## config.mk

```make
export PLATFORM = sky130hd
export DESIGN_NAME = dbp_port
export DESIGN_NICKNAME = d
export VERILOG_FILES = /design/src/dbp_pkg.sv /design/src/dbp_sync.sv /design/src/dbp_shift.sv /design/src/dbp_port.sv
export SDC_FILE = /design/constraint.sdc
export NUM_CORES = 1
export LEC_CHECK = 0
export ABC_AREA = 1
export BUFFER_PORTS_ARGS = -buffer_cell sky130_fd_sc_hd__clkbuf_2
export CAP_MARGIN = 20
export CORE_UTILIZATION = 57
export CTS_CLUSTER_DIAMETER = 30
export DETAILED_ROUTE_END_ITERATION = 8
export GPL_ROUTABILITY_DRIVEN = 0
export HOLD_SLACK_MARGIN = 0.08
export PLACE_DENSITY = 0.82
export SLEW_MARGIN = 20
export SYNTH_ARGS = -nofsm -noshare
export SYNTH_HDL_FRONTEND = slang
export SYNTH_SLANG_ARGS = --single-unit
```

## constraint.sdc

```tcl
create_clock -name sys_clk -period 2.3 [get_ports sys_clk]
set_clock_uncertainty 0.1 [all_clocks]
set_input_delay 0.115 -clock sys_clk [delete_from_list [all_inputs] [get_ports sys_clk]]
set_output_delay 0.115 -clock sys_clk [all_outputs]
set_load 0.02 [all_outputs]
```

## src/dbp_pkg.sv

```systemverilog
// Constants, field positions and state encoding for the debug serial port
package dbp_pkg;

   // Instruction timing in T phases
   localparam logic [1:0] T_PER_INSTR_LAST = 2'h3;  // Last T phase of an instruction
   localparam logic [2:0] ENTRY_PULSE_T    = 3'h3;  // Low time on entering debug mode
   localparam logic [2:0] READY_PULSE_T    = 3'h4;  // Low time when read data is ready
   localparam logic [2:0] PULSE_ONE        = 3'h1;  // Unit step of the pulse counter

   // Serial word lengths
   localparam int         WORD_W          = 16;     // Data word width
   localparam logic [4:0] CMD_LAST_BIT    = 5'h07;  // Count of last command bit
   localparam logic [4:0] WORD_LAST_BIT   = 5'h0f;  // Count of last data bit
   localparam logic [4:0] BIT_ONE         = 5'h01;  // Unit step of the bit counter

   // Command byte layout
   localparam int         CMD_READ_POS    = 7;      // Set: read selected register
   localparam int         CMD_GO_POS      = 6;      // Set: leave debug mode
   localparam int         CMD_SEL_MSB     = 3;      // Register select field top bit
   localparam int         SEL_W           = 4;      // Register select width

   // Synchroniser reset level: request high, clock high, data high
   localparam logic [2:0] SYNC_RST        = 3'h7;
   localparam int         SYNC_RXD        = 0;      // Serial data bit
   localparam int         SYNC_SCLK       = 1;      // Serial clock bit
   localparam int         SYNC_REQ        = 2;      // Debug request bit

   // Port states, one-hot
   typedef enum logic [7:0] {
      ST_RUN    = 8'h01,  // Normal execution, pins show chip status
      ST_ENTRY  = 8'h02,  // Entry pulse on serial output
      ST_CMD    = 8'h04,  // Shifting in a command byte
      ST_DECODE = 8'h08,  // Acting on the command byte
      ST_FETCH  = 8'h10,  // Capturing selected register
      ST_READY  = 8'h20,  // Data ready pulse on serial output
      ST_SEND   = 8'h40,  // Shifting out a data word
      ST_RXDATA = 8'h80   // Shifting in a data word for a write
   } dbp_state_t;

endpackage

```

## src/dbp_sync.sv

```systemverilog
// Two flip-flop synchroniser for pin inputs
`timescale 1ns/1ps
module dbp_sync (
   input  wire logic       sys_clk,
   input  wire logic       rst,
   input  wire logic [2:0] pinIn,
   output logic      [2:0] pinSync
);
   // Both stages held in one state record
   typedef struct packed {
      logic [2:0] meta;  // First stage, read only by the second
      logic [2:0] sync;  // Second stage, safe to use
   } dbp_sync_t;

   dbp_sync_t r;    // Registered state
   dbp_sync_t nxt;  // Next state

   // Next state: shift pins through both stages
   always_comb begin
      nxt      = r;
      nxt.meta = pinIn;
      nxt.sync = r.meta;
   end

   // State register
   always_ff @(posedge sys_clk or posedge rst) begin
      if (rst) begin
         r <= {dbp_pkg::SYNC_RST, dbp_pkg::SYNC_RST};
      end else begin
         r <= nxt;
      end
   end

   assign pinSync = r.sync;
endmodule

```

## src/dbp_shift.sv

```systemverilog
// Sixteen-bit MSB-first shift register for the serial port
`timescale 1ns/1ps
module dbp_shift (
   input  wire logic                        sys_clk,
   input  wire logic                        rst,
   input  wire logic                        load,
   input  wire logic [dbp_pkg::WORD_W-1:0]  loadVal,
   input  wire logic                        shiftEn,
   input  wire logic                        bitIn,
   output logic      [dbp_pkg::WORD_W-1:0]  word,
   output logic                             msb
);
   // Shift state
   typedef struct packed {
      logic [dbp_pkg::WORD_W-1:0] word;  // Shifting word
   } dbp_shift_t;

   dbp_shift_t r;    // Registered state
   dbp_shift_t nxt;  // Next state

   // Load wins over shift; bits enter at the bottom so the first is the MSB
   always_comb begin
      nxt = r;
      if (load) begin
         nxt.word = loadVal;
      end else if (shiftEn) begin
         nxt.word = {r.word[dbp_pkg::WORD_W-2:0], bitIn};
      end
   end

   // State register
   always_ff @(posedge sys_clk or posedge rst) begin
      if (rst) begin
         r <= '0;
      end else begin
         r <= nxt;
      end
   end

   assign word = r.word;
   assign msb  = r.word[dbp_pkg::WORD_W-1];
endmodule

```

## src/dbp_port.sv

```systemverilog
// Debug serial port: debug entry, command shifting, read and write of debug registers
`timescale 1ns/1ps
module dbp_port (
   input  wire logic                        sys_clk,
   input  wire logic                        rst,
   input  wire logic                        dbgSerialInStatus0In,
   output logic                             dbgSerialInStatus0Out,
   output logic                             dbgSerialInStatus0Oe_n,
   input  wire logic                        dbgSerialClockStatus1In,
   output logic                             dbgSerialClockStatus1Out,
   output logic                             dbgSerialClockStatus1Oe_n,
   output logic                             dbgSerialOut,
   input  wire logic                        dbgRequest_n,
   input  wire logic                        swDebugReq,
   input  wire logic                        hwBreakReq,
   input  wire logic                        traceStepReq,
   input  wire logic                        statusOutEn,
   input  wire logic [1:0]                  chipStatus,
   input  wire logic [dbp_pkg::WORD_W-1:0]  regRdData,
   output logic      [dbp_pkg::SEL_W-1:0]   regSel,
   output logic      [dbp_pkg::WORD_W-1:0]  regWrData,
   output logic                             regWrStrobe,
   output logic                             debugMode,
   output logic      [1:0]                  tPhase
);
   // Whole state of the port
   typedef struct packed {
      dbp_pkg::dbp_state_t         st;        // Port state
      logic [1:0]                  phase;     // T phase within instruction
      logic                        pend;      // Debug entry requested
      logic [2:0]                  tCnt;      // Pulse length counter
      logic [4:0]                  bitCnt;    // Bits seen in current word
      logic                        sclkPrev;  // Previous synchronised clock level
      logic [dbp_pkg::SEL_W-1:0]   sel;       // Selected debug register
      logic [dbp_pkg::WORD_W-1:0]  wrData;    // Write data to core
      logic                        wrStb;     // Write strobe to core
      logic                        txd;       // Serial output level
      logic                        statOe_n;  // Status pin enable, low drives
      logic [1:0]                  stat;      // Status pin levels
      logic                        dm;        // Debug mode flag
   } dbp_port_t;

   dbp_port_t r;    // Registered state
   dbp_port_t nxt;  // Next state

   logic [2:0]                 pinSync;   // Synchronised pins
   logic                       rxdS;      // Synchronised serial data
   logic                       sclkS;     // Synchronised serial clock
   logic                       reqS_n;    // Synchronised debug request
   logic                       clkFall;   // Serial clock falling edge
   logic                       clkRise;   // Serial clock rising edge
   logic                       shLoad;    // Shifter load
   logic                       shEn;      // Shifter shift
   logic                       shBit;     // Shifter input bit
   logic [dbp_pkg::WORD_W-1:0] shWord;    // Shifter contents
   logic                       shMsb;     // Shifter top bit
   logic                       entryReq;  // Any entry source this cycle

   // Pin inputs cross into the core clock before any use
   dbp_sync u_sync (
      .sys_clk (sys_clk),
      .rst     (rst),
      .pinIn   ({dbgRequest_n, dbgSerialClockStatus1In, dbgSerialInStatus0In}),
      .pinSync (pinSync)
   );

   assign rxdS   = pinSync[dbp_pkg::SYNC_RXD];
   assign sclkS  = pinSync[dbp_pkg::SYNC_SCLK];
   assign reqS_n = pinSync[dbp_pkg::SYNC_REQ];

   // Edges of the host clock, seen only on synchronised levels
   assign clkFall = r.sclkPrev && !sclkS;
   assign clkRise = !r.sclkPrev && sclkS;

   // Shared word shifter for commands, write data and read data
   dbp_shift u_shift (
      .sys_clk (sys_clk),
      .rst     (rst),
      .load    (shLoad),
      .loadVal (regRdData),
      .shiftEn (shEn),
      .bitIn   (shBit),
      .word    (shWord),
      .msb     (shMsb)
   );

   // Entry sources: pin request or core events
   assign entryReq = !reqS_n || swDebugReq || hwBreakReq || traceStepReq;

   // Shifter control: receive on fall only in debug receive states, send on rise
   always_comb begin
      shLoad = (r.st == dbp_pkg::ST_FETCH);
      shEn   = 1'b0;
      shBit  = 1'b0;
      if (clkFall && (r.st == dbp_pkg::ST_CMD || r.st == dbp_pkg::ST_RXDATA)) begin
         shEn  = 1'b1;
         shBit = rxdS;
      end else if (clkRise && r.st == dbp_pkg::ST_SEND && r.bitCnt != '0) begin
         shEn  = 1'b1;
      end
   end

   // Next state of the port
   always_comb begin
      nxt          = r;
      nxt.phase    = r.phase + 2'h1;
      nxt.sclkPrev = sclkS;
      nxt.wrStb    = 1'b0;
      // Status pins driven only outside debug mode
      nxt.statOe_n = r.dm || !statusOutEn;
      nxt.stat     = chipStatus;
      unique case (r.st)
         // Running: latch requests, enter at the instruction boundary
         dbp_pkg::ST_RUN: begin
            nxt.txd  = 1'b1;
            nxt.pend = r.pend || entryReq;
            if ((r.pend || entryReq) && r.phase == dbp_pkg::T_PER_INSTR_LAST) begin
               nxt.st       = dbp_pkg::ST_ENTRY;
               nxt.pend     = 1'b0;
               nxt.dm       = 1'b1;
               nxt.statOe_n = 1'b1;
               nxt.txd      = 1'b0;
               nxt.tCnt     = dbp_pkg::ENTRY_PULSE_T - dbp_pkg::PULSE_ONE;
            end
         end
         // Entry pulse, then wait for a command
         dbp_pkg::ST_ENTRY: begin
            if (r.tCnt == '0) begin
               nxt.st     = dbp_pkg::ST_CMD;
               nxt.txd    = 1'b1;
               nxt.bitCnt = '0;
            end else begin
               nxt.tCnt = r.tCnt - dbp_pkg::PULSE_ONE;
            end
         end
         // Command byte shifting in
         dbp_pkg::ST_CMD: begin
            nxt.txd = 1'b1;
            if (clkFall) begin
               if (r.bitCnt == dbp_pkg::CMD_LAST_BIT) begin
                  nxt.st     = dbp_pkg::ST_DECODE;
                  nxt.bitCnt = '0;
               end else begin
                  nxt.bitCnt = r.bitCnt + dbp_pkg::BIT_ONE;
               end
            end
         end
         // Command decode: leave, read or write
         dbp_pkg::ST_DECODE: begin
            nxt.sel = shWord[dbp_pkg::CMD_SEL_MSB:0];
            if (shWord[dbp_pkg::CMD_GO_POS]) begin
               nxt.st = dbp_pkg::ST_RUN;
               nxt.dm = 1'b0;
            end else if (shWord[dbp_pkg::CMD_READ_POS]) begin
               nxt.st = dbp_pkg::ST_FETCH;
            end else begin
               nxt.st = dbp_pkg::ST_RXDATA;
            end
         end
         // Register contents load into the shifter, then ready pulse
         dbp_pkg::ST_FETCH: begin
            nxt.st   = dbp_pkg::ST_READY;
            nxt.txd  = 1'b0;
            nxt.tCnt = dbp_pkg::READY_PULSE_T - dbp_pkg::PULSE_ONE;
         end
         // Ready pulse, then present the MSB
         dbp_pkg::ST_READY: begin
            if (r.tCnt == '0) begin
               nxt.st     = dbp_pkg::ST_SEND;
               nxt.txd    = shMsb;
               nxt.bitCnt = '0;
            end else begin
               nxt.tCnt = r.tCnt - dbp_pkg::PULSE_ONE;
            end
         end
         // Data word out, one bit per host clock
         dbp_pkg::ST_SEND: begin
            nxt.txd = shMsb;
            if (clkFall) begin
               if (r.bitCnt == dbp_pkg::WORD_LAST_BIT) begin
                  nxt.st     = dbp_pkg::ST_CMD;
                  nxt.txd    = 1'b1;
                  nxt.bitCnt = '0;
               end else begin
                  nxt.bitCnt = r.bitCnt + dbp_pkg::BIT_ONE;
               end
            end
         end
         // Write data word in, then strobe it to the core
         dbp_pkg::ST_RXDATA: begin
            nxt.txd = 1'b1;
            if (clkFall) begin
               if (r.bitCnt == dbp_pkg::WORD_LAST_BIT) begin
                  nxt.st     = dbp_pkg::ST_CMD;
                  nxt.bitCnt = '0;
                  nxt.wrStb  = 1'b1;
                  nxt.wrData = {shWord[dbp_pkg::WORD_W-2:0], rxdS};
               end else begin
                  nxt.bitCnt = r.bitCnt + dbp_pkg::BIT_ONE;
               end
            end
         end
         // Illegal code: return to running
         default: begin
            nxt.st = dbp_pkg::ST_RUN;
            nxt.dm = 1'b0;
         end
      endcase
   end

   // State register
   always_ff @(posedge sys_clk or posedge rst) begin
      if (rst) begin
         r          <= '0;
         r.st       <= dbp_pkg::ST_RUN;
         r.txd      <= 1'b1;
         r.statOe_n <= 1'b1;
         r.sclkPrev <= 1'b1;
      end else begin
         r <= nxt;
      end
   end

   // Outputs straight from state flops
   assign dbgSerialOut              = r.txd;
   assign dbgSerialInStatus0Out     = r.stat[0];
   assign dbgSerialClockStatus1Out  = r.stat[1];
   assign dbgSerialInStatus0Oe_n    = r.statOe_n;
   assign dbgSerialClockStatus1Oe_n = r.statOe_n;
   assign regSel                    = r.sel;
   assign regWrData                 = r.wrData;
   assign regWrStrobe               = r.wrStb;
   assign debugMode                 = r.dm;
   assign tPhase                    = r.phase;
endmodule

```

; After elaboration in Yosys (flattened, before gate mapping)
; Index checks and enable logic that the tools add are counted.
[word_totals]
ff_bits = 68
input_bits = 27
out_inout_bits = 29
word_cells = 110
[classes]
add_sub_neg = 3
eq_ne = 21
n_mux = 37
bitwise = 1
n_reduce_logical = 32
[ops]
columns = cell, n
row1 = 2-to-1 mux 8 bit, 9
row2 = one-hot mux 8 bit (7 select lines), 1
row3 = 2-to-1 mux 16 bit, 2
row4 = 2-to-1 mux 5 bit, 5
row5 = one-hot mux 5 bit (3 select lines), 1
row6 = 2-to-1 mux 1 bit, 13
row7 = AND reduction 3 bit, 4
row8 = != test 2 x 1 -> 1 bit (second input constant), 5
row9 = != test 2 bit (second input constant), 5
row10 = one-hot mux 3 bit (3 select lines), 1
row11 = == test 8 x 1 -> 1 bit (second input constant), 1
row12 = == test 8 x 2 -> 1 bit (second input constant), 1
row13 = == test 8 x 3 -> 1 bit (second input constant), 1
row14 = == test 8 x 4 -> 1 bit (second input constant), 1
row15 = == test 8 x 5 -> 1 bit (second input constant), 1
row16 = == test 8 x 6 -> 1 bit (second input constant), 1
row17 = == test 8 x 7 -> 1 bit (second input constant), 1
row18 = == test 8 bit (second input constant), 1
row19 = AND reduction 7 bit, 1
row20 = logical AND 1 bit, 6
row21 = logical OR 1 bit, 6
row22 = one-hot mux 1 bit (6 select lines), 1
row23 = nonzero test 3 bit, 2
row24 = nonzero test 6 bit, 1
row25 = 18 further kinds, 23

; Logic depth before layout (Yosys ltp)
[logic_depth]
depth_word = 8
mapped_depth = 12
ltp_nobuf = 12

; Modules after synthesis
; Synthesis repeated with hierarchy kept, for this count alone.
[unflattened]
cells_unflattened = 449
area_unflattened_um2 = 3701.0
[modules_own_cells]
columns = module, n_inst, cells_each, area_each_um2, seq_area_each_um2
row1 = dbp_port, 1, 352, 2766.4, 1156.1
row2 = dbp_shift, 1, 90, 773.2, 400.4
row3 = dbp_sync, 1, 7, 161.4, 157.7

; Worst setup path after synthesis
; Ideal clock, no wire load.
[synth_timing]
path_kind = register -> register
start = register r[27] (netlist name)
end = register r, in the netlist regWrData[10]
setup_time_ns = 0.083
arrival_ns = 1.608
setup_slack_ns = 0.509
path_stages_with_launch = 11
period_less_slack_ns = 1.791
cell_sequence = dfrtp_1 > ha_1 > nand2_1 > nor2_1 > ha_1 > inv_1 > nor2_1 > nand2_1 > clkbuf_1 > nand2_1 > o21ai_0
[synth_via]
elab_chain_len = 2
[synth_lines]
columns = element, line
row1 = from (decl), dbp_port.sv:43  ; dbp_port_t r;
row2 = from (signal assigned), dbp_port.sv:220  ; r <= nxt;
row3 = == test 5 x 4 -> 1 bit, dbp_port.sv:193  ; if (r.bitCnt == dbp_pkg::WORD_LAST_BIT) begin
row4 = AND reduction 3 bit (no source line), n/a
; Every way passes these cells.
; A chain may end at the register's enable or synchronous reset.

; Worst setup path in the final report
[layout_timing]
start = input traceStepReq
end = register r[35] (netlist name)
[layout_via]
elab_chain_len = 4
[layout_lines]
columns = element, line
row1 = from (decl), dbp_port.sv:16  ; input wire logic traceStepReq,
row2 = logical OR 1 bit (*), dbp_port.sv:88  ; assign entryReq = !reqS_n || swDebugReq || hwBreakReq || traceStepReq;
row3 = logical OR 1 bit (*), "dbp_port.sv:116, dbp_port.sv:117"
row4 = logical AND 1 bit, dbp_port.sv:117  ; if ((r.pend || entryReq) && r.phase == dbp_pkg::T_PER_INSTR_LAST) begin
row5 = 2-to-1 mux 4 bit (*), dbp_port.sv:117
; Mark *: on every way between the ends. The rest lies on a longest branch, timed or not. The select of a mux whose other input is x is not followed.

==> summary.txt <==
Pwr
  – Peak VDD IR: 0.771 mV
  – Switch share: 0.367
  – P_sw: 1.53 mW
  – Clock network fraction of total power: 0.258
  – Power Internal: 2.64 mW
  – PD cells: 961 mW/mm2
  – Flop pwr share: 0.406
  – Leak Pwr: 2.35 nW
  – Gate power share: 0.336

Synth
  – Synthesized area per cell: 8.28 um2
  – Yosys top cell area share: 0.393
  – EDFF count, synth: 0
  – Netlist cell types: 29
  – Post-Syn Area: 0.00369 mm2
  – Cells after Synth: 446
  – Synth area leaders: dfrtp_1, nand2_1, dfstp_2
  – Sequential element share of the synthesized area: 0.464
  – Top FF cell, synth: dfrtp_1
  – Seq cells post-synth: 68
  – Cell taking the most area after synthesis: dfrtp_1
  – Ys Warns: 0
  – Post-synthesis async set-or-reset flop share: 1.00
  – Post-Syn Nets: 480

Global routing
  – Largest net degree at the start of global routing: 69
  – Initial antenna violation count: 0
  – Number of global-route vias before repair: 2,882
  – Grt ovf: 0
  – GRT Util Overall: 0.249
  – First-pass GRT wire length: 12,500 um

Clocking
  – Total CTS buffers: 9
  – Worst skew pair latency: 0.34 ns
  – Root Driver: clkbuf_8
  – Worst-path clk slew: 0.07 ns
  – Clock Path Buffers: 2
  – CTS tree: built
  – CTS Sinks: 68
  – CTS H-tree depth: 3
  – Cts repair resizes: 0

Layout
  – Share of layout cells above drive strength 1: 0.265
  – FILL cells: 475
  – Syn-to-layout area delta: 17.5%
  – Design area: 0.00434 mm2
  – Diode count: 0
  – Most common cell after layout, fill and taps aside: nand2_1
  – Commonest non-fill, non-tap cells in the layout: nand2_1, dfrtp_1, clkbuf_2, inv_1, o21ai_0
  – FF/Latch Area: 0.00171 mm2
  – Final #Nets: 543
  – Footprint of the multi-input gates: 0.00155 mm2

Floorplanning
  – Die Footprint: 0.00681 mm2
  – Core area: 0.00610 mm2
  – Die width: 82.5 um
  – # IOs: 56
  – Rows: 28
  – Die H: 82.5 um
  – Initial Utilization: 0.606

Timing
  – Max Slew Vio Count: 0
  – RSZ-0062 raised after global routing: no
  – Final worst-path cycle share: 0.922
  – Worst-Margin Slew: 0.463 ns
  – Final setup fails: 0
  – Minimum clock period: 2.12 ns
  – Final Hold Violating Endpoints: 0
  – Setup_tns: 0 ns
  – Rel. slew slack: 0.691
  – Fmax: 472 MHz

Setup path
  – R2R Path Start: r[27]
  – Worst EP arrival: 2.24 ns
  – Critical Path RT: 2.42 ns
  – Worst Setup End Kind: register
  – Crit path from: traceStepReq
  – Startpoint Class: input port
  – CP Class: in -> reg
  – CP max FO: 2

Routing
  – Total vias in the final route: 2,970
  – DR vias/cell: 5.04
  – Routed len/inst: 12.7 um
  – First-pass DRT Iterations: 5
  – Routed Antenna Nets: 0
  – # DRC: 0
  – DR iter-0 viols: 176
  – Final wirelength: 7490 um

Status
  – Status: finished clean

Run
  – Max Cap Violations: 0

Worst hold path
  – Hold Crit Class: in -> reg
  – Hold Path Origin: swDebugReq

Placed design
  – HPWL Detailed: 5100 um
  – I/O Buffers: 55
  – Placed Area: 0.00386 mm2
kinds of logic after synthesis:
logic type,after synthesis,synth area share
xor gates and xnor gates,2,0.00474
AOI/OAI and AO/OA,54,0.0732
adders and majority gates,7,0.0237
buffers and inverters,83,0.117
and+or+nand+nor,232,0.317
DFF,68,0.464
flip-flops by register name, summed over array words and instances (netlist names):
register,count
tPhase,2
dbgSerialOut,1
dbgSerialClockStatus1Oe_n,1
u_sync.pinSync,3
regWrData,16
u_sync.nxt,3
dbgSerialInStatus0Out,1
regSel,4
u_shift.word,16
r,18
dbgSerialClockStatus1Out,1
regWrStrobe,1
debugMode,1
worst max-delay path, cell delays in order:
cell and delay, ns:
dlygate4sd3_1 0.53, clkbuf_2 0.10, nor2_1 0.08, dlygate4sd3_1 0.55, nand4_1 0.10, dlygate4sd3_1 0.59, nand3b_1 0.08, o21ai_0 0.09
power groups by stage:
stage | clock, mW | sequential, mW | combinational, mW
2_1_floorplan | 0 | 1.69 | 1.09
3_3_place_gp | 0 | 1.69 | 1.31
3_5_place_dp | 0 | 1.71 | 1.36
4_1_cts | 1.09 | 1.69 | 1.40
5_1_grt | 1.14 | 1.73 | 1.59
6_report | 1.08 | 1.69 | 1.40
cell type report:
class,count,area share
clock buffers,11,0.0326
clock inverters,5,0.0173
inverters,50,0.0438
multi-input cells,295,0.356
flip-flops and latches,68,0.395
well taps,75,0.0216
repair buffers,85,0.133
metal layers:
| metal | global-route usage | wire [um] |
|---|---|---|
| met1 | 0.300 | 3300 |
| met2 | 0.440 | 3790 |
| met3 | 0.0538 | 321 |
| met4 | 0.0810 | 74 |
| met5 | 0 | 0 |
Yosys cell counts (10+ instances only):
cell type / n
nand2_2: 15
inv_1: 42
buf_4: 26
o21ai_0: 31
nor2_1: 27
nand2_1: 131
dfrtp_1: 58
o21ai_1: 22
nand3_1: 25
dfstp_2: 10
what timing repair did:
action / CTS / global route
hold buffers: 26 / 0
setup buffers: 0 / 0
endpoints found under the hold margin: 91 / 0
metrics by stage:
| stage | hold slack, ns | utilization | power, mW | cells | setup WS [ns] |
|---|---|---|---|---|---|
| after global placement | 0.0969 | 0.634 | 3.00 | 547 | 0.385 |
| after floorplan | 0.0195 | - | 2.79 | 446 | 0.390 |
| after CTS | 0.186 | 0.712 | 4.19 | 589 | 0.242 |
| after global routing | 0.264 | 0.712 | 4.46 | 589 | 0.0541 |
| final | 0.212 | 0.712 | 4.17 | 589 | 0.180 |
| after detailed placement | 0.104 | 0.634 | 3.07 | 547 | 0.258 |
final timing paths:
| kind | slack [ns] | to | depth (start not counted) |
|---|---|---|---|
| worst max-delay path | 0.18 | r[35] | 8 |
| worst min-delay path | 0.21 | dbgSerialOut | 8 |
| worst max register to register | 0.24 | regWrData[0] | 11 |
| worst min register to register | 0.26 | u_sync.pinSync[1] | 0 |
| max in group asynchronous | 1.48 | r[26] | 4 |
| min in group asynchronous | 0.26 | dbgSerialInStatus0Out | 4 |
Power figures use the tool's default switching activity.
